<file path="config.mk">
export PLATFORM = sky130hd
export DESIGN_NAME = spr_receiver
export DESIGN_NICKNAME = d
export VERILOG_FILES = /design/src/hw/spr_pkg.sv /design/src/hw/spr_bit_timer.sv /design/src/hw/spr_receiver.sv
export SDC_FILE = /design/constraint.sdc
export NUM_CORES = 1
export LEC_CHECK = 0
export BUFFER_PORTS_ARGS = -buffer_cell sky130_fd_sc_hd__buf_2
export CAP_MARGIN = 30
export CORE_ASPECT_RATIO = 1.75
export CORE_MARGIN = 4
export CORE_UTILIZATION = 65
export CTS_BUF_LIST = sky130_fd_sc_hd__clkbuf_4
export DETAILED_ROUTE_END_ITERATION = 8
export MAX_ROUTING_LAYER = met4
export PLACE_DENSITY_LB_ADDON = 0.15
export SYNTH_ARGS = -nofsm -noshare
export SYNTH_HDL_FRONTEND = slang
export SYNTH_HIERARCHICAL = 1
export SYNTH_SLANG_ARGS = --single-unit
</file>
<file path="constraint.sdc">
create_clock -name pclk -period 8.4 [get_ports pclk]
set_clock_uncertainty 0.15 [all_clocks]
set_input_delay 0.42 -clock pclk [delete_from_list [all_inputs] [get_ports pclk]]
set_output_delay 0.42 -clock pclk [all_outputs]
set_load 0.02 [all_outputs]
</file>
<file path="src/hw/spr_pkg.sv">
package spr_pkg;
  localparam int CLK_HZ = 100_000_000;
  localparam int HOLD_MS = 200;
  localparam int HOLD_CYC = CLK_HZ / 1000 * HOLD_MS;
  localparam int HOLD_W = 25;
  localparam int REF_FAST_HZ = 1_000_000;
  localparam int REF_SLOW_HZ = 200_000;
  localparam int REF_DIV_FAST = CLK_HZ / REF_FAST_HZ;
  localparam int REF_DIV_SLOW = CLK_HZ / REF_SLOW_HZ;
  localparam int PRE_W = 9;
  localparam int TAP_W = 10;
  localparam int CHAR_W = 8;
  localparam logic [6:0] START_OF_MESSAGE_CODE = 7'h01;
  localparam logic [6:0] END_OF_MESSAGE_CODE = 7'h03;
  localparam logic [7:0] MARKER_CODE = 8'h40;
  localparam logic [7:0] ADDR_CTRL = 8'h00;
  localparam logic [7:0] ADDR_STATUS = 8'h04;
  localparam logic [7:0] ADDR_RXDATA = 8'h08;
  localparam logic [7:0] ADDR_PRESET = 8'h0C;
  localparam int CF_PAR = 0;
  localparam int CF_BUSY = 3;
  localparam int CF_GATE = 4;
  localparam int CF_DTR = 5;
  localparam int CF_REF = 7;
  localparam int CF_TAP = 8;
  localparam logic [9:0] TAP_RESET = 10'h034;
  typedef enum logic [2:0] {
    PAR_EVEN = 3'h0,
    PAR_ODD = 3'h1,
    PAR_OFF = 3'h2,
    PAR_EVEN_MARK = 3'h3,
    PAR_ODD_MARK = 3'h4
  } spr_par_t;
  typedef enum logic [1:0] {
    DTR_SEL_IN = 2'h0,
    DTR_SEL_OUT = 2'h1,
    DTR_BUSY_HI = 2'h2,
    DTR_BUSY_LO = 2'h3
  } spr_dtr_t;
  typedef enum logic [3:0] {
    RX_IDLE = 4'h1,
    RX_START = 4'h2,
    RX_DATA = 4'h4,
    RX_STOP = 4'h8
  } spr_rx_t;
endpackage

</file>
<file path="src/hw/spr_bit_timer.sv">
`timescale 1ns/1ns
module spr_bit_timer
  import spr_pkg::*;
(
  input wire logic pclk, // bus clock
  input wire logic presetn, // async reset, low
  input wire logic run, // counting allowed
  input wire logic ref_fast, // 1 = 1 MHz reference
  input wire logic [TAP_W-1:0] taps, // half-bit in reference ticks
  output logic tick // one pulse per half bit
);
  logic [PRE_W-1:0] pre_q;
  logic [TAP_W-1:0] cnt_q;
  wire [PRE_W-1:0] pre_last = ref_fast ? PRE_W'(REF_DIV_FAST - 1) : PRE_W'(REF_DIV_SLOW - 1);
  wire ref_tick = run && (pre_q == pre_last);
  wire cnt_last = (cnt_q == taps - TAP_W'(1));

  // each set tap adds its binary weight, so the interval is the mask value
  always_ff @(posedge pclk or negedge presetn) begin
    if (!presetn) begin
      pre_q <= '0;
      cnt_q <= '0;
    end else if (!run) begin
      pre_q <= '0;
      cnt_q <= '0;
    end else begin
      pre_q <= ref_tick ? '0 : pre_q + PRE_W'(1);
      if (ref_tick) cnt_q <= cnt_last ? '0 : cnt_q + TAP_W'(1);
    end
  end

  assign tick = ref_tick && cnt_last;
endmodule // spr_bit_timer

</file>
<file path="src/hw/spr_receiver.sv">
`timescale 1ns/1ns
// How it works
// - shift in eight bits, seven data plus parity, check, hand over in parallel.
// - in even or odd mode, a message with a parity error gets no reverse-channel acknowledge.
// - end-of-message code raises reverse channel only if message had no even- or odd-mode parity errors.
// - printer busy only stretches an active reverse channel, never starts it.
// - reverse channel lasts at least 200 ms and while busy persists.
// - after reverse channel drops, end-of-message is ignored for 200 ms.
// - bit rate set anywhere from 110 to 9600 baud.
// - bit timing reference is 0.2 MHz below 600 baud, else 1 MHz.
// - half-bit interval is the sum of selected binary-weighted divider taps.
// - parity modes even, odd, off, and even or odd marker-only.
// - presets for direct printer and ring buffer set busy, gate, dtr.
// - with gate disabled, high-count input has no effect.
// - dtr follows select, or is held on permanently.
// - dtr may follow busy in either polarity.
// - a character failing parity is replaced by the marker code.
// - start-of-message code clears the latched parity error unless it fails even- or odd-mode parity itself.
// - start bit needs half a bit of space, then mid-bit sampling.
module spr_receiver
  import spr_pkg::*;
#(
  parameter int HOLD_CYCLES = HOLD_CYC
) (
  input wire logic pclk, // bus clock
  input wire logic presetn, // async reset, low
  input wire logic psel, // apb select
  input wire logic penable, // apb access phase
  input wire logic pwrite, // apb write
  input wire logic [7:0] paddr, // apb byte address
  input wire logic [31:0] pwdata, // apb write data
  output logic [31:0] prdata, // apb read data
  output logic pready, // apb ready
  output logic pslverr, // apb error, unmapped
  input wire logic rx_line, // serial data, 1 = mark
  input wire logic set_ready, // data set ready
  input wire logic carrier_present, // carrier detected
  input wire logic prn_busy, // printer or buffer busy
  input wire logic prn_select, // printer selected
  input wire logic high_count_gate, // buffer high count
  output logic [CHAR_W-1:0] prn_data, // character to printer
  output logic prn_strobe, // one-cycle data strobe
  output logic rev_channel, // reverse channel to data set
  output logic term_ready // data terminal ready
);
  logic [31:0] ctrl_q;
  logic [31:0] prdata_q;
  spr_rx_t st_q;
  spr_rx_t st_d;
  logic [CHAR_W-1:0] sh_q;
  logic [2:0] bit_q;
  logic phase_q;
  logic done_q;
  logic perr_q;
  logic [CHAR_W-1:0] out_q;
  logic [CHAR_W-1:0] last_q;
  logic strobe_q;
  logic rev_q;
  logic [HOLD_W-1:0] hold_q;
  logic [HOLD_W-1:0] lock_q;
  logic tick;

  // register bus
  wire setup = psel && !penable;
  wire access = psel && penable;
  wire hit_ctrl = (paddr == ADDR_CTRL);
  wire hit_stat = (paddr == ADDR_STATUS);
  wire hit_rxd = (paddr == ADDR_RXDATA);
  wire hit_pre = (paddr == ADDR_PRESET);
  wire mapped = hit_ctrl || hit_stat || hit_rxd || hit_pre;
  wire wr_ctrl = access && pwrite && hit_ctrl;
  wire wr_pre = access && pwrite && hit_pre;
  wire rx_busy = (st_q != RX_IDLE);
  wire [31:0] stat_word = {28'h0000000, rx_busy, (lock_q != '0), perr_q, rev_q};
  wire [31:0] rd_mux = hit_ctrl ? ctrl_q :
                       hit_stat ? stat_word :
                       hit_rxd ? {24'h000000, last_q} : 32'h00000000;

  // presets: 0 direct printer, 1 ring buffer; parity field kept
  wire ring = pwdata[0];
  wire [31:0] preset_word = {ctrl_q[31:CF_DTR+2],
                             ring ? DTR_SEL_OUT : DTR_SEL_IN,
                             ring, !ring, ctrl_q[2:0]};
  // constant so the async reset branch loads nothing but a constant
  localparam logic [31:0] CTRL_RESET = {14'h0000, TAP_RESET, 1'b1, 2'(DTR_SEL_IN), 1'b0, 1'b1, 3'(PAR_EVEN)};

  // config fields
  wire [2:0] par_mode = ctrl_q[CF_PAR +: 3];
  wire busy_en = ctrl_q[CF_BUSY];
  wire gate_en = ctrl_q[CF_GATE];
  wire [1:0] dtr_mode = ctrl_q[CF_DTR +: 2];
  wire ref_fast = ctrl_q[CF_REF];
  wire [TAP_W-1:0] taps = ctrl_q[CF_TAP +: TAP_W];

  always_ff @(posedge pclk or negedge presetn) begin
    if (!presetn) begin
      ctrl_q <= CTRL_RESET;
    end else if (wr_ctrl) begin
      ctrl_q <= {14'h0000, pwdata[17:0]};
    end else if (wr_pre) begin
      ctrl_q <= preset_word;
    end
  end

  // read data captured in setup so the access phase needs no wait
  always_ff @(posedge pclk or negedge presetn) begin
    if (!presetn) prdata_q <= 32'h00000000;
    else if (setup) prdata_q <= rd_mux;
  end

  assign prdata = prdata_q;
  assign pready = 1'b1;
  assign pslverr = access && !mapped;

  // bit timing, 110 to 9600 baud through reference and taps
  spr_bit_timer u_timer (
    .pclk(pclk),
    .presetn(presetn),
    .run(rx_busy && st_q != RX_STOP),
    .ref_fast(ref_fast),
    .taps(taps),
    .tick(tick)
  );

  // receive sequencer
  wire space = !rx_line;
  wire line_ok = set_ready && carrier_present;
  wire sample = (st_q == RX_DATA) && tick && phase_q;
  wire last_bit = sample && (bit_q == 3'h7);

  always_comb begin
    st_d = st_q;
    case (st_q)
      RX_IDLE: begin
        if (space && line_ok) st_d = RX_START;
      end
      RX_START: begin
        if (!space) st_d = RX_IDLE;
        else if (tick) st_d = RX_DATA;
      end
      RX_DATA: begin
        if (last_bit) st_d = RX_STOP;
      end
      RX_STOP: begin
        if (!space) st_d = RX_IDLE;
      end
      default: st_d = RX_IDLE;
    endcase
  end

  always_ff @(posedge pclk or negedge presetn) begin
    if (!presetn) st_q <= RX_IDLE;
    else st_q <= st_d;
  end

  // mid-bit is every second half-bit tick after the start check
  always_ff @(posedge pclk or negedge presetn) begin
    if (!presetn) begin
      sh_q <= '0;
      bit_q <= '0;
      phase_q <= 1'b0;
      done_q <= 1'b0;
    end else begin
      done_q <= last_bit;
      if (st_q != RX_DATA) begin
        bit_q <= '0;
        phase_q <= 1'b0;
      end else if (tick) begin
        phase_q <= !phase_q;
      end
      if (sample) begin
        sh_q <= {rx_line, sh_q[CHAR_W-1:1]};
        bit_q <= bit_q + 3'h1;
      end
    end
  end

  // parity judgement on the assembled character
  wire odd_ones = ^sh_q;
  wire want_odd = (par_mode == PAR_ODD) || (par_mode == PAR_ODD_MARK);
  wire checking = (par_mode != PAR_OFF);
  wire bad_now = done_q && checking && (odd_ones != want_odd);
  wire counts = (par_mode == PAR_EVEN) || (par_mode == PAR_ODD);
  wire is_start_code = done_q && (sh_q[6:0] == START_OF_MESSAGE_CODE);
  wire is_end_code = done_q && (sh_q[6:0] == END_OF_MESSAGE_CODE);

  // marker-only modes substitute but never withhold the acknowledge
  always_ff @(posedge pclk or negedge presetn) begin
    if (!presetn) perr_q <= 1'b0;
    else if (bad_now && counts) perr_q <= 1'b1;
    else if (is_start_code) perr_q <= 1'b0;
  end

  always_ff @(posedge pclk or negedge presetn) begin
    if (!presetn) begin
      out_q <= '0;
      last_q <= '0;
      strobe_q <= 1'b0;
    end else begin
      strobe_q <= done_q;
      if (done_q) begin
        out_q <= bad_now ? MARKER_CODE : sh_q;
        last_q <= sh_q;
      end
    end
  end

  assign prn_data = out_q;
  assign prn_strobe = strobe_q;

  // reverse channel
  wire msg_clean = !perr_q && !(bad_now && counts);
  wire lock_free = (lock_q == '0);
  wire activate = is_end_code && msg_clean && !rev_q && lock_free;
  wire extend = (busy_en && prn_busy) || (gate_en && high_count_gate);
  wire hold_done = (hold_q == '0);
  wire release_now = rev_q && hold_done && !extend;

  always_ff @(posedge pclk or negedge presetn) begin
    if (!presetn) begin
      rev_q <= 1'b0;
      hold_q <= '0;
    end else if (activate) begin
      rev_q <= 1'b1;
      hold_q <= HOLD_W'(HOLD_CYCLES - 1);
    end else if (rev_q) begin
      if (!hold_done) hold_q <= hold_q - HOLD_W'(1);
      else if (!extend) rev_q <= 1'b0;
    end
  end

  // lockout timed here so a stray end code cannot retrigger early
  always_ff @(posedge pclk or negedge presetn) begin
    if (!presetn) lock_q <= '0;
    else if (release_now) lock_q <= HOLD_W'(HOLD_CYCLES - 1);
    else if (!lock_free) lock_q <= lock_q - HOLD_W'(1);
  end

  assign rev_channel = rev_q;

  // terminal ready
  wire dtr_d = (dtr_mode == DTR_SEL_OUT) ? 1'b1 :
               (dtr_mode == DTR_BUSY_HI) ? prn_busy :
               (dtr_mode == DTR_BUSY_LO) ? !prn_busy : prn_select;
  logic dtr_q;
  always_ff @(posedge pclk or negedge presetn) begin
    if (!presetn) dtr_q <= 1'b0;
    else dtr_q <= dtr_d;
  end
  assign term_ready = dtr_q;
endmodule // spr_receiver

</file>
### Word-level counts from Yosys, hierarchy flattened

Index checks and enable logic that the tools add are counted.

| word-level totals | value |
|---|---|
| bits in registers | 170 |
| word-level logic and storage cells | 146 |
| bits of input ports | 51 |
| output and inout bits | 45 |

| cells by class | value |
|---|---|
| mux-type cells | 37 |
| eq/ne operators | 29 |
| reduce and logical (&&, ||, !) cells | 56 |
| $add $sub $neg | 6 |

Operators by type and width:

| cell | count |
|---|---|
| 25-bit two-way mux | 5 |
| 32-bit two-way mux | 2 |
| 25-bit zero test | 2 |
| 25-bit by 1-bit subtractor with 25-bit output (second input constant) | 2 |
| 10-bit two-way mux | 3 |
| 1-bit logical AND | 27 |
| 9-bit two-way mux | 3 |
| 25-bit nonzero test | 1 |
| 8-bit two-way mux | 3 |
| 4-bit two-way mux | 5 |
| 8-bit by 4-bit equality test with 1-bit output (second input constant) | 2 |
| 4-bit case mux with 4 select lines | 1 |
| 1-bit two-way mux | 12 |
| 10-bit by 1-bit adder with 10-bit output (second input constant) | 1 |
| 10-bit equality test | 1 |
| 1-bit zero test | 10 |
| 2-bit != test (second input constant) | 5 |
| 2-bit nonzero test | 5 |
| 10-bit by 1-bit subtractor with 10-bit output (second input constant) | 1 |
| 9-bit by 1-bit adder with 9-bit output (second input constant) | 1 |
| 9-bit equality test | 1 |
| 8-bit by 3-bit equality test with 1-bit output (second input constant) | 1 |
| 8-bit zero test | 1 |
| 8-bit parity | 1 |
| 24 further kinds | 32 |

### Depth between registers and ports, before layout

| depth | value |
|---|---|
| word-level depth | 12 |
| depth in mapped cells | 14 |
| depth with buffers taken out | 11 |

### By module

Netlist, hierarchy kept.

Modules (own cells, without submodules):

| module | instances | cells an instance | sequential area each (um^2) | area an instance (um^2) |
|---|---|---|---|---|
| spr_receiver | 1 | 614 | 3085.5 | 6110.9 |
| spr_bit_timer | 1 | 168 | 475.5 | 1450.1 |

### Worst setup path after synthesis

No wires, ideal clock.

| timing | value |
|---|---|
| kind | register to register |
| start | register ctrl_q[8] |
| end | register sh_q[1] |
| data required time | 8.118 ns |
| period minus slack after synthesis | 3.393 ns |
| slack | 5.007 ns |
| library setup time | 0.132 ns |
| arrival time | 3.111 ns |
| path buffers | 3 |
| cell stages (with the launch flop) | 14 |
| cell sequence | dfrtp_1 inv_1 ha_1 or4b_4 a2111oi_4 o32ai_1 o21a_1 buf_6 nor3b_1 clkbuf_1 nand2_1 nor2_1 clkbuf_1 o21ai_0 |

| on the way | value |
|---|---|
| longest elaborated chain between the ends | 5 |

RTL lines:

| what | RTL line | source |
|---|---|---|
| from (decl) | spr_receiver.sv:46 | `logic [31:0] ctrl_q;` |
| from (signal assigned) | spr_receiver.sv:99 | `ctrl_q <= {14'h0000, pwdata[17:0]};` |
| from (signal assigned) | spr_receiver.sv:101 | `ctrl_q <= preset_word;` |
| 10-bit by 1-bit subtractor with 10-bit output | spr_bit_timer.sv:16 | `wire cnt_last = (cnt_q == taps - TAP_W'(1));` |
| 10-bit equality test | spr_bit_timer.sv:16 |  |
| 1-bit logical AND | spr_bit_timer.sv:32 | `assign tick = ref_tick && cnt_last;` |
| named net tick | spr_receiver.sv:61 | `logic tick;` |
| 1-bit logical AND (2 in series) | spr_receiver.sv:128 | `wire sample = (st_q == RX_DATA) && tick && phase_q;` |
| to (signal assigned) | spr_receiver.sv:172 | `sh_q <= {rx_line, sh_q[CHAR_W-1:1]};` |
| to (decl) | spr_receiver.sv:50 | `logic [CHAR_W-1:0] sh_q;` |

The timed path passes the listed nets, and every way through them passes these cells.
A chain may end at the register's enable or synchronous reset.

### Worst setup path after layout

| timing | value |
|---|---|
| start | register ctrl_q[8] |
| end | register sh_q[0] |

Same word-level chain as after synthesis.

==> impl_metrics.toml <==
[clock_tree]
cts_buffers = 17
ctsLongestPathBuffers = 2
clock_sinks = 142
postCtsSetupBuffers = 0
cts_max_level = 4
cts_tree = "yes"
clock_latency_ps = 540
clkSlewWorstSetupHoldPaths_ps = 140
root_buffer = "clkbuf_4"

[min_path]
min_to = "term_ready"
worstHoldStart = "prn_busy"
min_path_cells = 3
hp-class = "in -> reg"

[synth]
avgSynthCellArea_sq_um = 9.67
synth_top_family_by_area = "simple AND/OR/NAND/NOR gates"
netlist_instances = 782
synth_area_sq_um = 7560
synth_seq_area_share = 0.471
yosys_warnings = 6
synth-async-reset-ratio = 1.00
synthMuxAreaShare = 0.0308
synth_xor_xnor_area_share = 0.0574
synth-compound-area-share = 0.129
synth-main-ff-cell = "dfrtp_1"
yosys.area_share.adder = 0.0215
yosys_register_bits = 142
synth_edf_count = 0
synthSimpleGateAreaFrac = 0.234
ys_types = 75

[grt]
first_global_vias = 6148
antenna_found_initial = 2
grt_pass1_wl_microns = 28400
grt_max_degree = 80
grt_usage = 0.277
overflow = 0

[setup_path]
required_ps = 8690
crit_path_start_kind = "flop"
critPathMaxFanout = 14
crit_path_end_kind = "flop"
arrival_ps = 4830
crit_type = "reg -> reg"
r2r_slack_ps = 3860
timing.rr.start = "ctrl_q[8]"
r2r_cells = 10
timing.rr.end = "sh_q[0]"

[placed_design]
numPortBuffers = 66
gp_congestion = 0.880
dp.cells = 948
dp_hpwl_microns = 11900

[cells_and_area]
final_nets = 922
syn_to_final_growth_pct = 11.4
drive_gt1_frac = 0.189
fin_cells = 1005
fillers = 787

[sta]
period_minus_slack_ps = 4540
hold_violations = 0
relSlewSlack = 0.311
tightest_slew_ps = 1020
holdWs_ps = 40.6
setup_violations = 0
max_freq_ghz = 0.220
period_share = 0.540
rsz0062_at_grt = "no"
tns_ps = 0
drv_slew = 0

[power]
total_leakage_power_nw = 3.78
p_clk_frac = 0.380
power_per_cell_area_nw_per_um2 = 145
p_int_w = 0.000900
switching_share = 0.264
combPwrFrac = 0.054
seqPwrFrac = 0.566
power.switching_w = 0.000323
vdd_drop_max_v = 0.000141

[routing]
vias = 6130
drtIter0Drc = 298
wl_microns = 16800
drc_errors = 0
via_per_inst = 6.10
ant_nets = 0
wl_per_cell_microns = 16.7
firstDrtPassIters = 6

[floorplanning]
row_count = 51
die_w_microns = 89.5
chipHeight_microns = 151
start_util = 0.673
die-area_sq_um = 13500
core-area_sq_um = 11200
io_pins = 96

[outcome]
status = "complete, no violations"

[run]
drv_cap = 0
## sequential cells by signal (all words and copies together) (netlist names), 3 cells and up
| register | flops |
|---|---|
| u_timer/pre_q | 9 |
| last_q | 8 |
| prn_data | 8 |
| st_q | 4 |
| lock_q | 25 |
| bit_q | 3 |
| sh_q | 8 |
| u_timer/cnt_q | 10 |
| ctrl_q | 18 |
| hold_q | 25 |
| prdata | 18 |
## cell usage in the layout (no fill, tap or decap), types with 22 or more instances in the layout
cell	netlist	routed
xor2_1	25	25
a21oi_1	30	30
o21ai_0	50	50
xnor2_1	22	22
nand3_1	30	30
nand2_1	91	91
nor2_1	52	52
nor3_1	23	23
inv_1	33	33
dfrtp_1	136	136
buf_2	7	65
## timing repair
item,in CTS,in global routing
resized for setup,0,0
endpoints found under the hold margin,82,1
hold buffers,20,1
## how the worst max path moves through the flow
stage	start	endpoint	slack (ps)	cells past startpoint
4_1_cts	ctrl_q[8]	sh_q[0]	3920	10
6_report	ctrl_q[8]	sh_q[0]	3860	10
3_5_place_dp	ctrl_q[8]	sh_q[0]	3940	10
5_1_grt	ctrl_q[8]	sh_q[0]	3420	10
2_1_floorplan	ctrl_q[8]	sh_q[1]	5010	13
3_3_place_gp	ctrl_q[8]	sh_q[7]	4060	10
## power by group through the flow
stage | logic, W | clock network [W] | registers, W
finish | 0.0000667 | 0.000465 | 0.000692
global route | 0.0000745 | 0.000508 | 0.000693
CTS | 0.0000642 | 0.000474 | 0.000692
detailed placement | 0.0000570 | 0 | 0.000705
global placement | 0.0000551 | 0 | 0.000705
floorplan | 0.0000353 | 0 | 0.000703
## synth_stat cells, drive strengths merged (3+ instances only)
library cell  instances  area, sq um
nor3                 23          115
clkbuf               20         76.3
or3b                  3         26.3
dfstp                 6          158
nand3                30          150
or4                  20          169
dfrtp               136         3400
o31ai                11         82.6
a21oi                30          150
xnor2                22          193
nand4                 9         56.3
o22ai                 7         43.8
a22o                  3         26.3
nor2b                 5         31.3
nand2b               10         62.6
nor3b                 4         30.0
or4b                  7         73.8
a22oi                 5         37.5
nand4b                6         52.6
a211oi                3         22.5
and3                  6         37.5
nor2                 53          201
mux2i                 3         30.0
and2                  9         56.3
or2                   8         50.1
inv                  33          124
a31oi                 4         25.0
or3                  26          171
nand2                91          342
mux2                 18          203
xor2                 25          219
o211ai                3         22.5
a21o                  3         22.5
o21ai                52          272
o221ai                7         61.3
ha                   13          163
buf                  29          211
o2111ai               3         32.5
nor4                 10         98.8
## critical path: stages, from the launching register on
cell	delay, ps
dfrtp_1	490
inv_1	90
ha_1	270
or4b_4	530
a2111oi_4	330
o32ai_1	150
o21a_1	330
nor3b_1	700
nand2_1	250
nor2_1	720
mux2_2	410
## logic make-up (layout without fill, tap and decap cells)
group | Yosys count | after routing
compound gates | 149 | 149
other cells | 2 | 17
fa+ha+maj | 13 | 13
mux | 21 | 21
simple gates | 325 | 325
buf+inv | 82 | 158
xor+xnor | 48 | 48
flops | 142 | 142
## metal layers
metal,vias up,global-route usage,part of all wire
met3,35,0.0581,0.051
met2,172,0.469,0.53
met5,-,-,0
met1,3001,0.322,0.39
met4,0,0.0954,0.021
li1,2922,-,-
## final cells by class
| class | instances | area [sq um] | area share |
|---|---|---|---|
| Inverter | 33 | 124 | 0.0147 |
| Antenna cell | 2 | 5.00 | 0.000594 |
| Clock buffer | 17 | 128 | 0.0152 |
| Sequential cell | 142 | 3560 | 0.423 |
| Multi-Input combinational cell | 571 | 3640 | 0.433 |
| Tap cell | 132 | 165 | 0.0196 |
| Clock inverter | 15 | 175 | 0.0208 |
| Timing Repair Buffer | 93 | 619 | 0.0736 |
## metrics by stage
step,total power (W),utilization,setup WS [ps],instance area (sq um)
after floorplan,0.000738,-,5010,7610
after global placement,0.000760,0.700,4060,7860
after detailed placement,0.000762,0.700,3940,7860
after CTS,0.00123,0.745,3920,8360
after global routing,0.00128,0.750,3420,8420
final,0.00122,0.750,3860,8420
(Power assumes the default switching activity.)
